==> config.mk <==
export PLATFORM = sky130hd
export DESIGN_NAME = usi_top
export DESIGN_NICKNAME = d
export VERILOG_FILES = /design/src/hw/usi_pkg.sv /design/src/hw/usi_break_det.sv /design/src/hw/usi_top.sv
export SDC_FILE = /design/constraint.sdc
export NUM_CORES = 1
export LEC_CHECK = 0
export BUFFER_PORTS_ARGS = -buffer_cell sky130_fd_sc_hd__buf_4
export CAP_MARGIN = 20
export CORE_MARGIN = 5
export CORE_UTILIZATION = 42
export DETAILED_ROUTE_END_ITERATION = 12
export PLACE_DENSITY = 0.76
export SLEW_MARGIN = 15
export SYNTH_ARGS = -nofsm -noshare
export SYNTH_HDL_FRONTEND = slang
export SYNTH_SLANG_ARGS = --single-unit
==> constraint.sdc <==
create_clock -name clk -period 2.6 [get_ports clk]
set_input_delay 0.52 -clock clk [delete_from_list [all_inputs] [get_ports clk]]
set_output_delay 0.52 -clock clk [all_outputs]
set_load 0.05 [all_outputs]
==> src/hw/usi_pkg.sv <==
// Package for the UART status and interrupt identification block.
// Assumes a byte-wide register port with full 32-bit byte addresses.
package usi_pkg;

  // ----------------------------------------------------------------
  // Register byte addresses
  // ----------------------------------------------------------------
  localparam logic [31:0] ADDR_TX_RX = 32'hffff0700;
  localparam logic [31:0] ADDR_IRQ_EN = 32'hffff0704;
  localparam logic [31:0] ADDR_IRQ_ID = 32'hffff0708;
  localparam logic [31:0] ADDR_LINE_CTRL = 32'hffff070c;
  localparam logic [31:0] ADDR_LINE_STAT = 32'hffff0714;
  localparam logic [31:0] ADDR_EVT_STAT = 32'hffff0740;
  localparam logic [31:0] ADDR_EVT_MASK = 32'hffff0744;

  // ----------------------------------------------------------------
  // Line status field positions
  // ----------------------------------------------------------------
  localparam int LS_TX_ALL_EMPTY = 6;
  localparam int LS_TX_HOLD_EMPTY = 5;
  localparam int LS_BREAK = 4;
  localparam int LS_FRAMING = 3;
  localparam int LS_PARITY = 2;
  localparam int LS_OVERRUN = 1;
  localparam int LS_RX_READY = 0;

  // ----------------------------------------------------------------
  // Interrupt enable and line control fields
  // ----------------------------------------------------------------
  localparam int IE_LINE_STATUS = 2;
  localparam int IE_TX_EMPTY = 1;
  localparam int IE_RX_FULL = 0;
  localparam logic [7:0] IE_WRITE_MASK = 8'h07;
  localparam int LC_DIV_ACCESS = 7;

  // ----------------------------------------------------------------
  // Event status bits for the interrupt output
  // ----------------------------------------------------------------
  localparam int EV_WIDTH = 4;
  localparam int EV_RX_CHAR = 0;
  localparam int EV_TX_EMPTY = 1;
  localparam int EV_LINE_ERR = 2;
  localparam int EV_BREAK = 3;

  // ----------------------------------------------------------------
  // Reset values
  // ----------------------------------------------------------------
  localparam logic [7:0] IRQ_EN_RST = 8'h00;
  localparam logic [7:0] IRQ_ID_RST = 8'h01;
  localparam logic [7:0] LINE_STAT_RST = 8'h60;
  localparam logic [3:0] EVT_RST = 4'h0;

  // ----------------------------------------------------------------
  // Timing: longest frame in bit times (start, 8 data, parity, 2 stop)
  // ----------------------------------------------------------------
  localparam int MAX_WORD_BITS = 12;

  // Identification codes in priority order, line status highest
  typedef enum logic [1:0] {
    IID_NONE = 2'b00,
    IID_TX_EMPTY = 2'b01,
    IID_RX_FULL = 2'b10,
    IID_LINE = 2'b11
  } usi_iid_t;

endpackage

==> src/hw/usi_break_det.sv <==
// Break detector: flags a serial input held low past the longest frame.
// Assumes bit_tick pulses once per bit time, synchronous to clk.
`timescale 1ns/1ns
module usi_break_det #(
  parameter int MAX_BITS = usi_pkg::MAX_WORD_BITS
) (
  // Clock and reset
  input wire logic clk,
  input wire logic sys_rst,
  // Line
  input wire logic serial_input,
  input wire logic bit_tick,
  // Result
  output logic break_pulse
);

  logic [4:0] low_cnt_reg;
  logic fired_reg;

  // Count bit times while low; one pulse per low stretch so a long
  // break is reported once, not once per frame time
  always_ff @(posedge clk or posedge sys_rst)
  begin
    if (sys_rst)
    begin
      low_cnt_reg <= 5'h00;
      fired_reg <= 1'b0;
      break_pulse <= 1'b0;
    end
    else if (serial_input)
    begin
      low_cnt_reg <= 5'h00;
      fired_reg <= 1'b0;
      break_pulse <= 1'b0;
    end
    else if (bit_tick && !fired_reg)
    begin
      if (low_cnt_reg == 5'(MAX_BITS))
      begin
        fired_reg <= 1'b1;
        break_pulse <= 1'b1;
      end
      else
      begin
        low_cnt_reg <= low_cnt_reg + 5'h01;
        break_pulse <= 1'b0;
      end
    end
    else
    begin
      break_pulse <= 1'b0;
    end
  end

endmodule

==> src/hw/usi_top.sv <==
// UART line status, interrupt enable and interrupt identification.
// Assumes the transmitter and receiver report events as one-cycle
// pulses and that the transmit shift register reads empty at reset.
`timescale 1ns/1ns

module usi_top (
  // Clock and reset
  input wire logic clk,
  input wire logic sys_rst,
  // Register port
  input wire logic [31:0] reg_addr,
  input wire logic [7:0] reg_wdata,
  input wire logic reg_wr,
  input wire logic reg_rd,
  output logic [7:0] reg_rdata,
  // Transmitter side
  output logic [7:0] tx_data,
  output logic tx_hold_full,
  input wire logic tx_hold_take,
  input wire logic tx_shift_empty,
  // Receiver side
  input wire logic rx_char_valid,
  input wire logic [7:0] rx_char,
  input wire logic rx_parity_err,
  input wire logic rx_frame_err,
  input wire logic serial_input,
  input wire logic bit_tick,
  // Interrupts
  output logic irq_pending_n,
  output logic irq
);

  // ----------------------------------------------------------------
  // Declarations
  // ----------------------------------------------------------------
  logic div_access_reg, hold_full_reg, rx_ready_reg, tx_hold_empty_irq_reg;
  logic tx_hold_empty_set, break_pulse, tx_all_empty, tx_hold_empty;
  logic line_pend, rx_pend, tx_pend, overrun_hit;
  logic wr_thr, rd_rbr, rd_lsr, rd_iid, wr_ien;
  logic [7:0] tx_data_reg, rx_buf_reg, irq_en_reg, rdata_reg;
  logic [7:0] uart_line_status, uart_irq_ident;
  logic [3:0] line_err_reg, line_err_set; // break, framing, parity, overrun
  logic [3:0] evt_reg, evt_set, evt_mask_reg;
  usi_pkg::usi_iid_t iid_code;

  // ----------------------------------------------------------------
  // Address decode
  // ----------------------------------------------------------------
  // Pick the highest pending source; shared by read data and clears
  function automatic usi_pkg::usi_iid_t iid_pick(
    input logic line_p,
    input logic rx_p,
    input logic tx_p
  );
    if (line_p)
      return usi_pkg::IID_LINE;
    else if (rx_p)
      return usi_pkg::IID_RX_FULL;
    else if (tx_p)
      return usi_pkg::IID_TX_EMPTY;
    else
      return usi_pkg::IID_NONE;
  endfunction

  // Data and enable registers vanish while divisor access is set
  assign wr_thr = reg_wr && reg_addr == usi_pkg::ADDR_TX_RX
                  && !div_access_reg;
  assign rd_rbr = reg_rd && reg_addr == usi_pkg::ADDR_TX_RX
                  && !div_access_reg;
  assign wr_ien = reg_wr && reg_addr == usi_pkg::ADDR_IRQ_EN
                  && !div_access_reg;
  assign rd_lsr = reg_rd && reg_addr == usi_pkg::ADDR_LINE_STAT;
  assign rd_iid = reg_rd && reg_addr == usi_pkg::ADDR_IRQ_ID;

  // ----------------------------------------------------------------
  // Line control: only the divisor access bit lives here
  // ----------------------------------------------------------------
  always_ff @(posedge clk or posedge sys_rst)
  begin
    if (sys_rst)
      div_access_reg <= 1'b0;
    else if (reg_wr && reg_addr == usi_pkg::ADDR_LINE_CTRL)
      div_access_reg <= reg_wdata[usi_pkg::LC_DIV_ACCESS];
  end

  // ----------------------------------------------------------------
  // Transmit holding register
  // ----------------------------------------------------------------
  // A write in the same cycle as a take refills the holding register
  always_ff @(posedge clk or posedge sys_rst)
  begin
    if (sys_rst)
      hold_full_reg <= 1'b0;
    else if (wr_thr)
      hold_full_reg <= 1'b1;
    else if (tx_hold_take)
      hold_full_reg <= 1'b0;
  end

  // Transmit data
  always_ff @(posedge clk or posedge sys_rst)
  begin
    if (sys_rst)
      tx_data_reg <= 8'h00;
    else if (wr_thr)
      tx_data_reg <= reg_wdata;
  end

  assign tx_data = tx_data_reg;
  assign tx_hold_full = hold_full_reg;
  assign tx_hold_empty = !hold_full_reg;
  assign tx_all_empty = !hold_full_reg && tx_shift_empty;

  // ----------------------------------------------------------------
  // Receive buffer and data ready
  // ----------------------------------------------------------------
  always_ff @(posedge clk or posedge sys_rst)
  begin
    if (sys_rst)
      rx_buf_reg <= 8'h00;
    else if (rx_char_valid)
      rx_buf_reg <= rx_char;
  end

  // New character wins over a read in the same cycle
  always_ff @(posedge clk or posedge sys_rst)
  begin
    if (sys_rst)
      rx_ready_reg <= 1'b0;
    else if (rx_char_valid)
      rx_ready_reg <= 1'b1;
    else if (rd_rbr)
      rx_ready_reg <= 1'b0;
  end

  // ----------------------------------------------------------------
  // Break and error flags
  // ----------------------------------------------------------------
  usi_break_det #(
    .MAX_BITS(usi_pkg::MAX_WORD_BITS)
  ) u_break (
    .clk(clk),
    .sys_rst(sys_rst),
    .serial_input(serial_input),
    .bit_tick(bit_tick),
    .break_pulse(break_pulse)
  );

  // Old data read in the same cycle is not overrun
  assign overrun_hit = rx_char_valid && rx_ready_reg && !rd_rbr;

  assign line_err_set = {break_pulse,
                         rx_char_valid && rx_frame_err,
                         rx_char_valid && rx_parity_err,
                         overrun_hit};

  // Status read clears; a flag raised in that cycle survives it
  always_ff @(posedge clk or posedge sys_rst)
  begin
    if (sys_rst)
      line_err_reg <= 4'h0;
    else if (rd_lsr)
      line_err_reg <= line_err_set;
    else
      line_err_reg <= line_err_reg | line_err_set;
  end

  // Read-only image, bit 7 always zero
  assign uart_line_status = {1'b0, tx_all_empty, tx_hold_empty,
                             line_err_reg, rx_ready_reg};

  // ----------------------------------------------------------------
  // Interrupt enable
  // ----------------------------------------------------------------
  // Bits 7..3 are not stored; bit 3 is expected written as zero
  always_ff @(posedge clk or posedge sys_rst)
  begin
    if (sys_rst)
      irq_en_reg <= usi_pkg::IRQ_EN_RST;
    else if (wr_ien)
      irq_en_reg <= reg_wdata & usi_pkg::IE_WRITE_MASK;
  end

  // ----------------------------------------------------------------
  // Transmit empty interrupt source
  // ----------------------------------------------------------------
  // Raised when the holding register drains, or when the enable is
  // turned on while it is already empty
  assign tx_hold_empty_set = (tx_hold_take && hold_full_reg && !wr_thr)
                    || (wr_ien && reg_wdata[usi_pkg::IE_TX_EMPTY]
                        && !irq_en_reg[usi_pkg::IE_TX_EMPTY]
                        && !hold_full_reg);

  // Cleared by a holding write or an ident read reporting it
  always_ff @(posedge clk or posedge sys_rst)
  begin
    if (sys_rst)
      tx_hold_empty_irq_reg <= 1'b0;
    else if (tx_hold_empty_set)
      tx_hold_empty_irq_reg <= 1'b1;
    else if (wr_thr)
      tx_hold_empty_irq_reg <= 1'b0;
    else if (rd_iid && iid_code == usi_pkg::IID_TX_EMPTY)
      tx_hold_empty_irq_reg <= 1'b0;
  end

  // ----------------------------------------------------------------
  // Prioritised identification
  // ----------------------------------------------------------------
  assign line_pend = irq_en_reg[usi_pkg::IE_LINE_STATUS]
                     && (|line_err_reg[2:0]);
  assign tx_pend = irq_en_reg[usi_pkg::IE_TX_EMPTY]
                   && tx_hold_empty_irq_reg && tx_hold_empty;
  assign rx_pend = irq_en_reg[usi_pkg::IE_RX_FULL]
                   && rx_ready_reg;

  assign iid_code = iid_pick(line_pend, rx_pend,
                             tx_pend);

  // Bit 0 is low while anything is pending
  assign uart_irq_ident = {5'h00, iid_code,
                           !(line_pend || rx_pend || tx_pend)};
  assign irq_pending_n = uart_irq_ident[0];

  // ----------------------------------------------------------------
  // Sticky events, mask and interrupt output
  // ----------------------------------------------------------------
  always_comb
  begin
    evt_set = 4'h0;
    evt_set[usi_pkg::EV_RX_CHAR] = rx_char_valid;
    evt_set[usi_pkg::EV_TX_EMPTY] = tx_hold_empty_set;
    evt_set[usi_pkg::EV_LINE_ERR] = |line_err_set[2:0];
    evt_set[usi_pkg::EV_BREAK] = break_pulse;
  end

  // Write one to clear; a new event in the same cycle stays set
  always_ff @(posedge clk or posedge sys_rst)
  begin
    if (sys_rst)
      evt_reg <= usi_pkg::EVT_RST;
    else if (reg_wr && reg_addr == usi_pkg::ADDR_EVT_STAT)
      evt_reg <= (evt_reg & ~reg_wdata[3:0]) | evt_set;
    else
      evt_reg <= evt_reg | evt_set;
  end

  // Mask
  always_ff @(posedge clk or posedge sys_rst)
  begin
    if (sys_rst)
      evt_mask_reg <= usi_pkg::EVT_RST;
    else if (reg_wr && reg_addr == usi_pkg::ADDR_EVT_MASK)
      evt_mask_reg <= reg_wdata[3:0];
  end

  assign irq = |(evt_reg & evt_mask_reg);

  // ----------------------------------------------------------------
  // Read data, one cycle after the strobe
  // ----------------------------------------------------------------
  // Unmapped or hidden addresses read zero; idle cycles read zero too
  always_ff @(posedge clk or posedge sys_rst)
  begin
    if (sys_rst)
      rdata_reg <= 8'h00;
    else if (!reg_rd)
      rdata_reg <= 8'h00;
    else
      case (reg_addr)
        usi_pkg::ADDR_TX_RX: rdata_reg <= div_access_reg ? 8'h00 : rx_buf_reg;
        usi_pkg::ADDR_IRQ_EN: rdata_reg <= div_access_reg ? 8'h00 : irq_en_reg;
        usi_pkg::ADDR_IRQ_ID: rdata_reg <= uart_irq_ident;
        usi_pkg::ADDR_LINE_CTRL: rdata_reg <= {div_access_reg, 7'h00};
        usi_pkg::ADDR_LINE_STAT: rdata_reg <= uart_line_status;
        usi_pkg::ADDR_EVT_STAT: rdata_reg <= {4'h0, evt_reg};
        usi_pkg::ADDR_EVT_MASK: rdata_reg <= {4'h0, evt_mask_reg};
        default: rdata_reg <= 8'h00;
      endcase
  end

  assign reg_rdata = rdata_reg;
endmodule

==> impl_metrics.py <==
metrics = {
    "power_and_ir_drop": {
        "static-leakage-power_nw": 1.54,
        "irDropWorstVdd_mv": 0.215,
        "power_dens_cells_nw_per_um2": 427,
    },
    "yosys": {
        "synthesis.area_sq_um": 2530,
        "syn-num-nets": 284,
        "async_flop_share_pct": 100,
        "netlist-cell-type-count": 48,
        "synth_flop_cell": "dfrtp_1",
        "synth.top_cells.by_count": "dfrtp_1, mux2_2, inv_1",
        "yosysSeqAreaShare_pct": 49.4,
        "synth_most_common_cell": "dfrtp_1",
        "netlist.area_leader.share_pct": 49.4,
        "yosysTopAreaCell": "dfrtp_1",
        "synthesis.yosys.warnings": 0,
        "count_of_flip_flops_with_a_built_in_enable_after_synthesis": 0,
        "yosys_register_bits": 50,
        "synth_area_leaders": "dfrtp_1, mux2_2, mux2_4",
        "syn_inst": 223,
        "avgSynthCellArea_sq_um": 11.4,
    },
    "timing": {
        "max_slew_margin_pct": 55.7,
        "tightestPinTransition_ns": 0.661,
        "maxSlewViolCount": 0,
        "fin_skew_ns": 0.0119,
        "timing.final.crit_period_ns": 2.19,
        "timing.fmax_ghz": 0.457,
        "timing.final.hold_violations": 0,
        "post-route-worst-setup-slack_ns": 0.414,
        "setup_violations": 0,
        "grt_setup_unrepaired": "no",
        "totalNegativeSetupSlack_ns": 0,
        "post-route-period-util_pct": 84.1,
    },
    "placement": {
        "place.gp.congestion": 0.849,
        "port-buffer-count": 77,
        "postPlaceCellArea_sq_um": 3260,
        "place_hpwl_microns": 5050,
        "placed_cells": 377,
        "place_ws_ns": 0.108,
    },
    "setup_path": {
        "crit_slowest_cell": "or4_1",
        "worst_path_dominant_cell_family": "simple AND/OR/NAND/NOR gates",
        "slowest_delay_ns": 0.55,
        "critical_path.cell_chain": "buf_4 > or4_1 > or4_4 > nor3_4 > buf_12 > mux2_2",
        "crit_buf_inv": 2,
        "arrival_ns": 2.37,
        "timing.critical_path.fanout_max": 11,
        "critical_path.startpoint_type": "input port",
        "end_kind": "flip-flop",
        "critical_path_class": "input port to flip-flop",
        "timing.critical_path.required_ns": 2.79,
    },
    "floorplanning": {
        "core-area_sq_um": 5890,
        "initial_core_util_pct": 43.1,
        "floorplan.die.height_microns": 87.7,
        "die_width_microns": 87.7,
        "dieArea_sq_um": 7690,
        "top_level_ports": 78,
        "floorplan.rows": 28,
    },
    "global_route": {
        "maximum_number_of_pins_on_one_net_before_global_route_repair": 30,
        "grt.total_usage_pct": 16.7,
        "antenna_found_initial": 0,
        "globalRoute.totalOverflow": 0,
        "global_routing_usage_on_met3_pct": 4.23,
        "global_route_wire_length_before_repair_microns": 9970,
        "gr-usage-met2_pct": 29.3,
        "grt_peak_use_layer": "met2",
        "use_met1_pct": 20.3,
        "grt_pass1_vias": 2115,
    },
    "clocking": {
        "htreeDepth": 2,
        "clk_pin_slew_ns": 0.09,
        "cts_tree": "built",
        "post_cts_resize_count": 0,
        "cts-buffers-inserted": 5,
        "clock_latency_ns": 0.30,
        "cts_sinks": 50,
        "root_buffer": "clkbuf_8",
        "max-clock-path-buffers": 2,
        "cts-hold-fix-buffers": 0,
        "cts.repair_timing.setup_buffer_count": 0,
    },
    "finish": {
        "multi_input_comb_area_sq_um": 1200,
        "filler_cell_count": 514,
        "layout.nets": 370,
        "final_cell_count_no_fill": 385,
        "area.growth.synth_to_final_pct": 31.8,
        "finalInstanceArea_sq_um": 3340,
        "diodes": 0,
        "ratio_of_cells_with_drive_above_1_in_the_final_layout_pct": 41.3,
        "area.sequential_sq_um": 1250,
    },
    "route": {
        "antenna_violating_nets_post_route": 0,
        "drt-initial-drc-count": 143,
        "route.final.wire_length_microns": 6340,
        "route.detailed.wl_per_inst_microns": 16.5,
        "dr_total_vias": 2134,
        "drtPass1Iterations": 4,
        "viasPerCell": 5.54,
        "drc": 0,
    },
    "run": {
        "count_of_maximum_capacitance_violations": 0,
    },
    "worst_hold_path": {
        "holdCritPathClass": "input port to asynchronous set/reset pin",
    },
    "status": {
        "run_status": "completed",
    },
}
## cells in the final DEF, fill, tap and decap left out, types with 2 or more instances in the layout
cell and n:
buf_4 86, dfrtp_1 50, mux2_2 17, inv_1 12, nand2_1 12, nand4_1 10, mux2_4 7, o21ai_0 7
nor2_1 7, nor3_1 7, mux2i_1 7, a21oi_1 6, or3_1 5, o41ai_1 5, a22oi_1 5, nor4_1 5
clkbuf_8 5, nand4b_1 4, nor4b_1 4, nand2b_1 4, or4_1 3, nand3_1 3, a21o_1 3, a211oi_1 3
nor4_2 2, or4b_1 2, o31ai_1 2, or2_2 2, a22o_1 2, ha_1 2
## routing by layer
| layer | wire length, microns | up-vias | share of wire (%) |
|---|---|---|---|
| met4 | 90 | 0 | 1.4 |
| li1 | - | 1029 | - |
| met3 | 529 | 6 | 8.3 |
| met1 | 2580 | 1014 | 41 |
| met2 | 3130 | 85 | 49 |
| met5 | 0 | - | 0 |
## kinds of logic (layout without fill, tap and decap cells)
group	count (synthesis)	in the layout	synth area share (%)
simple gates	78	78	20.1
flops	50	50	49.4
compound gates	41	41	11.6
mux	31	31	14.5
buf+inv	21	108	3.45
fa+ha+maj	2	2	0.987
## layout make-up
type | instances | share of cell area [%]
sequential | 50 | 37.4
clock inverter | 2 | 0.412
multi-input combinational | 152 | 35.8
inverter | 13 | 1.46
timing repair buffer | 87 | 19.9
clock buffer | 6 | 2.17
tap | 75 | 2.81
## power breakdown
group | switching (mW) | leakage [nW] | internal, mW | total (mW)
logic | 0.0759 | 0.853 | 0.0947 | 0.171
clock network | 0.249 | 0.0452 | 0.190 | 0.439
registers | 0.0164 | 0.641 | 0.800 | 0.816
total | 0.341 | 1.54 | 1.08 | 1.43
## final timing paths
check,startpoint,to,slack [ns],depth (start not counted)
min in group clk,tx_hold_take,tx_hold_full$_DFFE_PP0P_,0.39,2
worst max register to register,div_access_reg$_DFFE_PP0P_,tx_data[2]$_DFFE_PP0P_,0.65,4
worst min-delay path,sys_rst,rx_buf_reg[3]$_DFFE_PP0P_,0.28,2
worst min register to register,u_break.fired_reg$_DFFE_PP0P_,u_break.break_pulse$_DFF_PP0_,0.48,1
max in group asynchronous,sys_rst,evt_reg[1]$_DFF_PP0_,1.74,3
worst max-delay path,reg_addr[5],tx_data[2]$_DFFE_PP0P_,0.41,6
## per-stage QoR
stage          utilization, %  hold WS [ns]  power, mW
5_1_grt                  56.8         0.332       1.49
4_1_cts                  56.8         0.297       1.45
6_report                 56.8         0.275       1.43
3_3_place_gp             55.3         0.463      0.997
2_1_floorplan               -         0.419      0.899
3_5_place_dp             55.3         0.463       1.00
No activity file was read; power rests on OpenSTA's default activity.
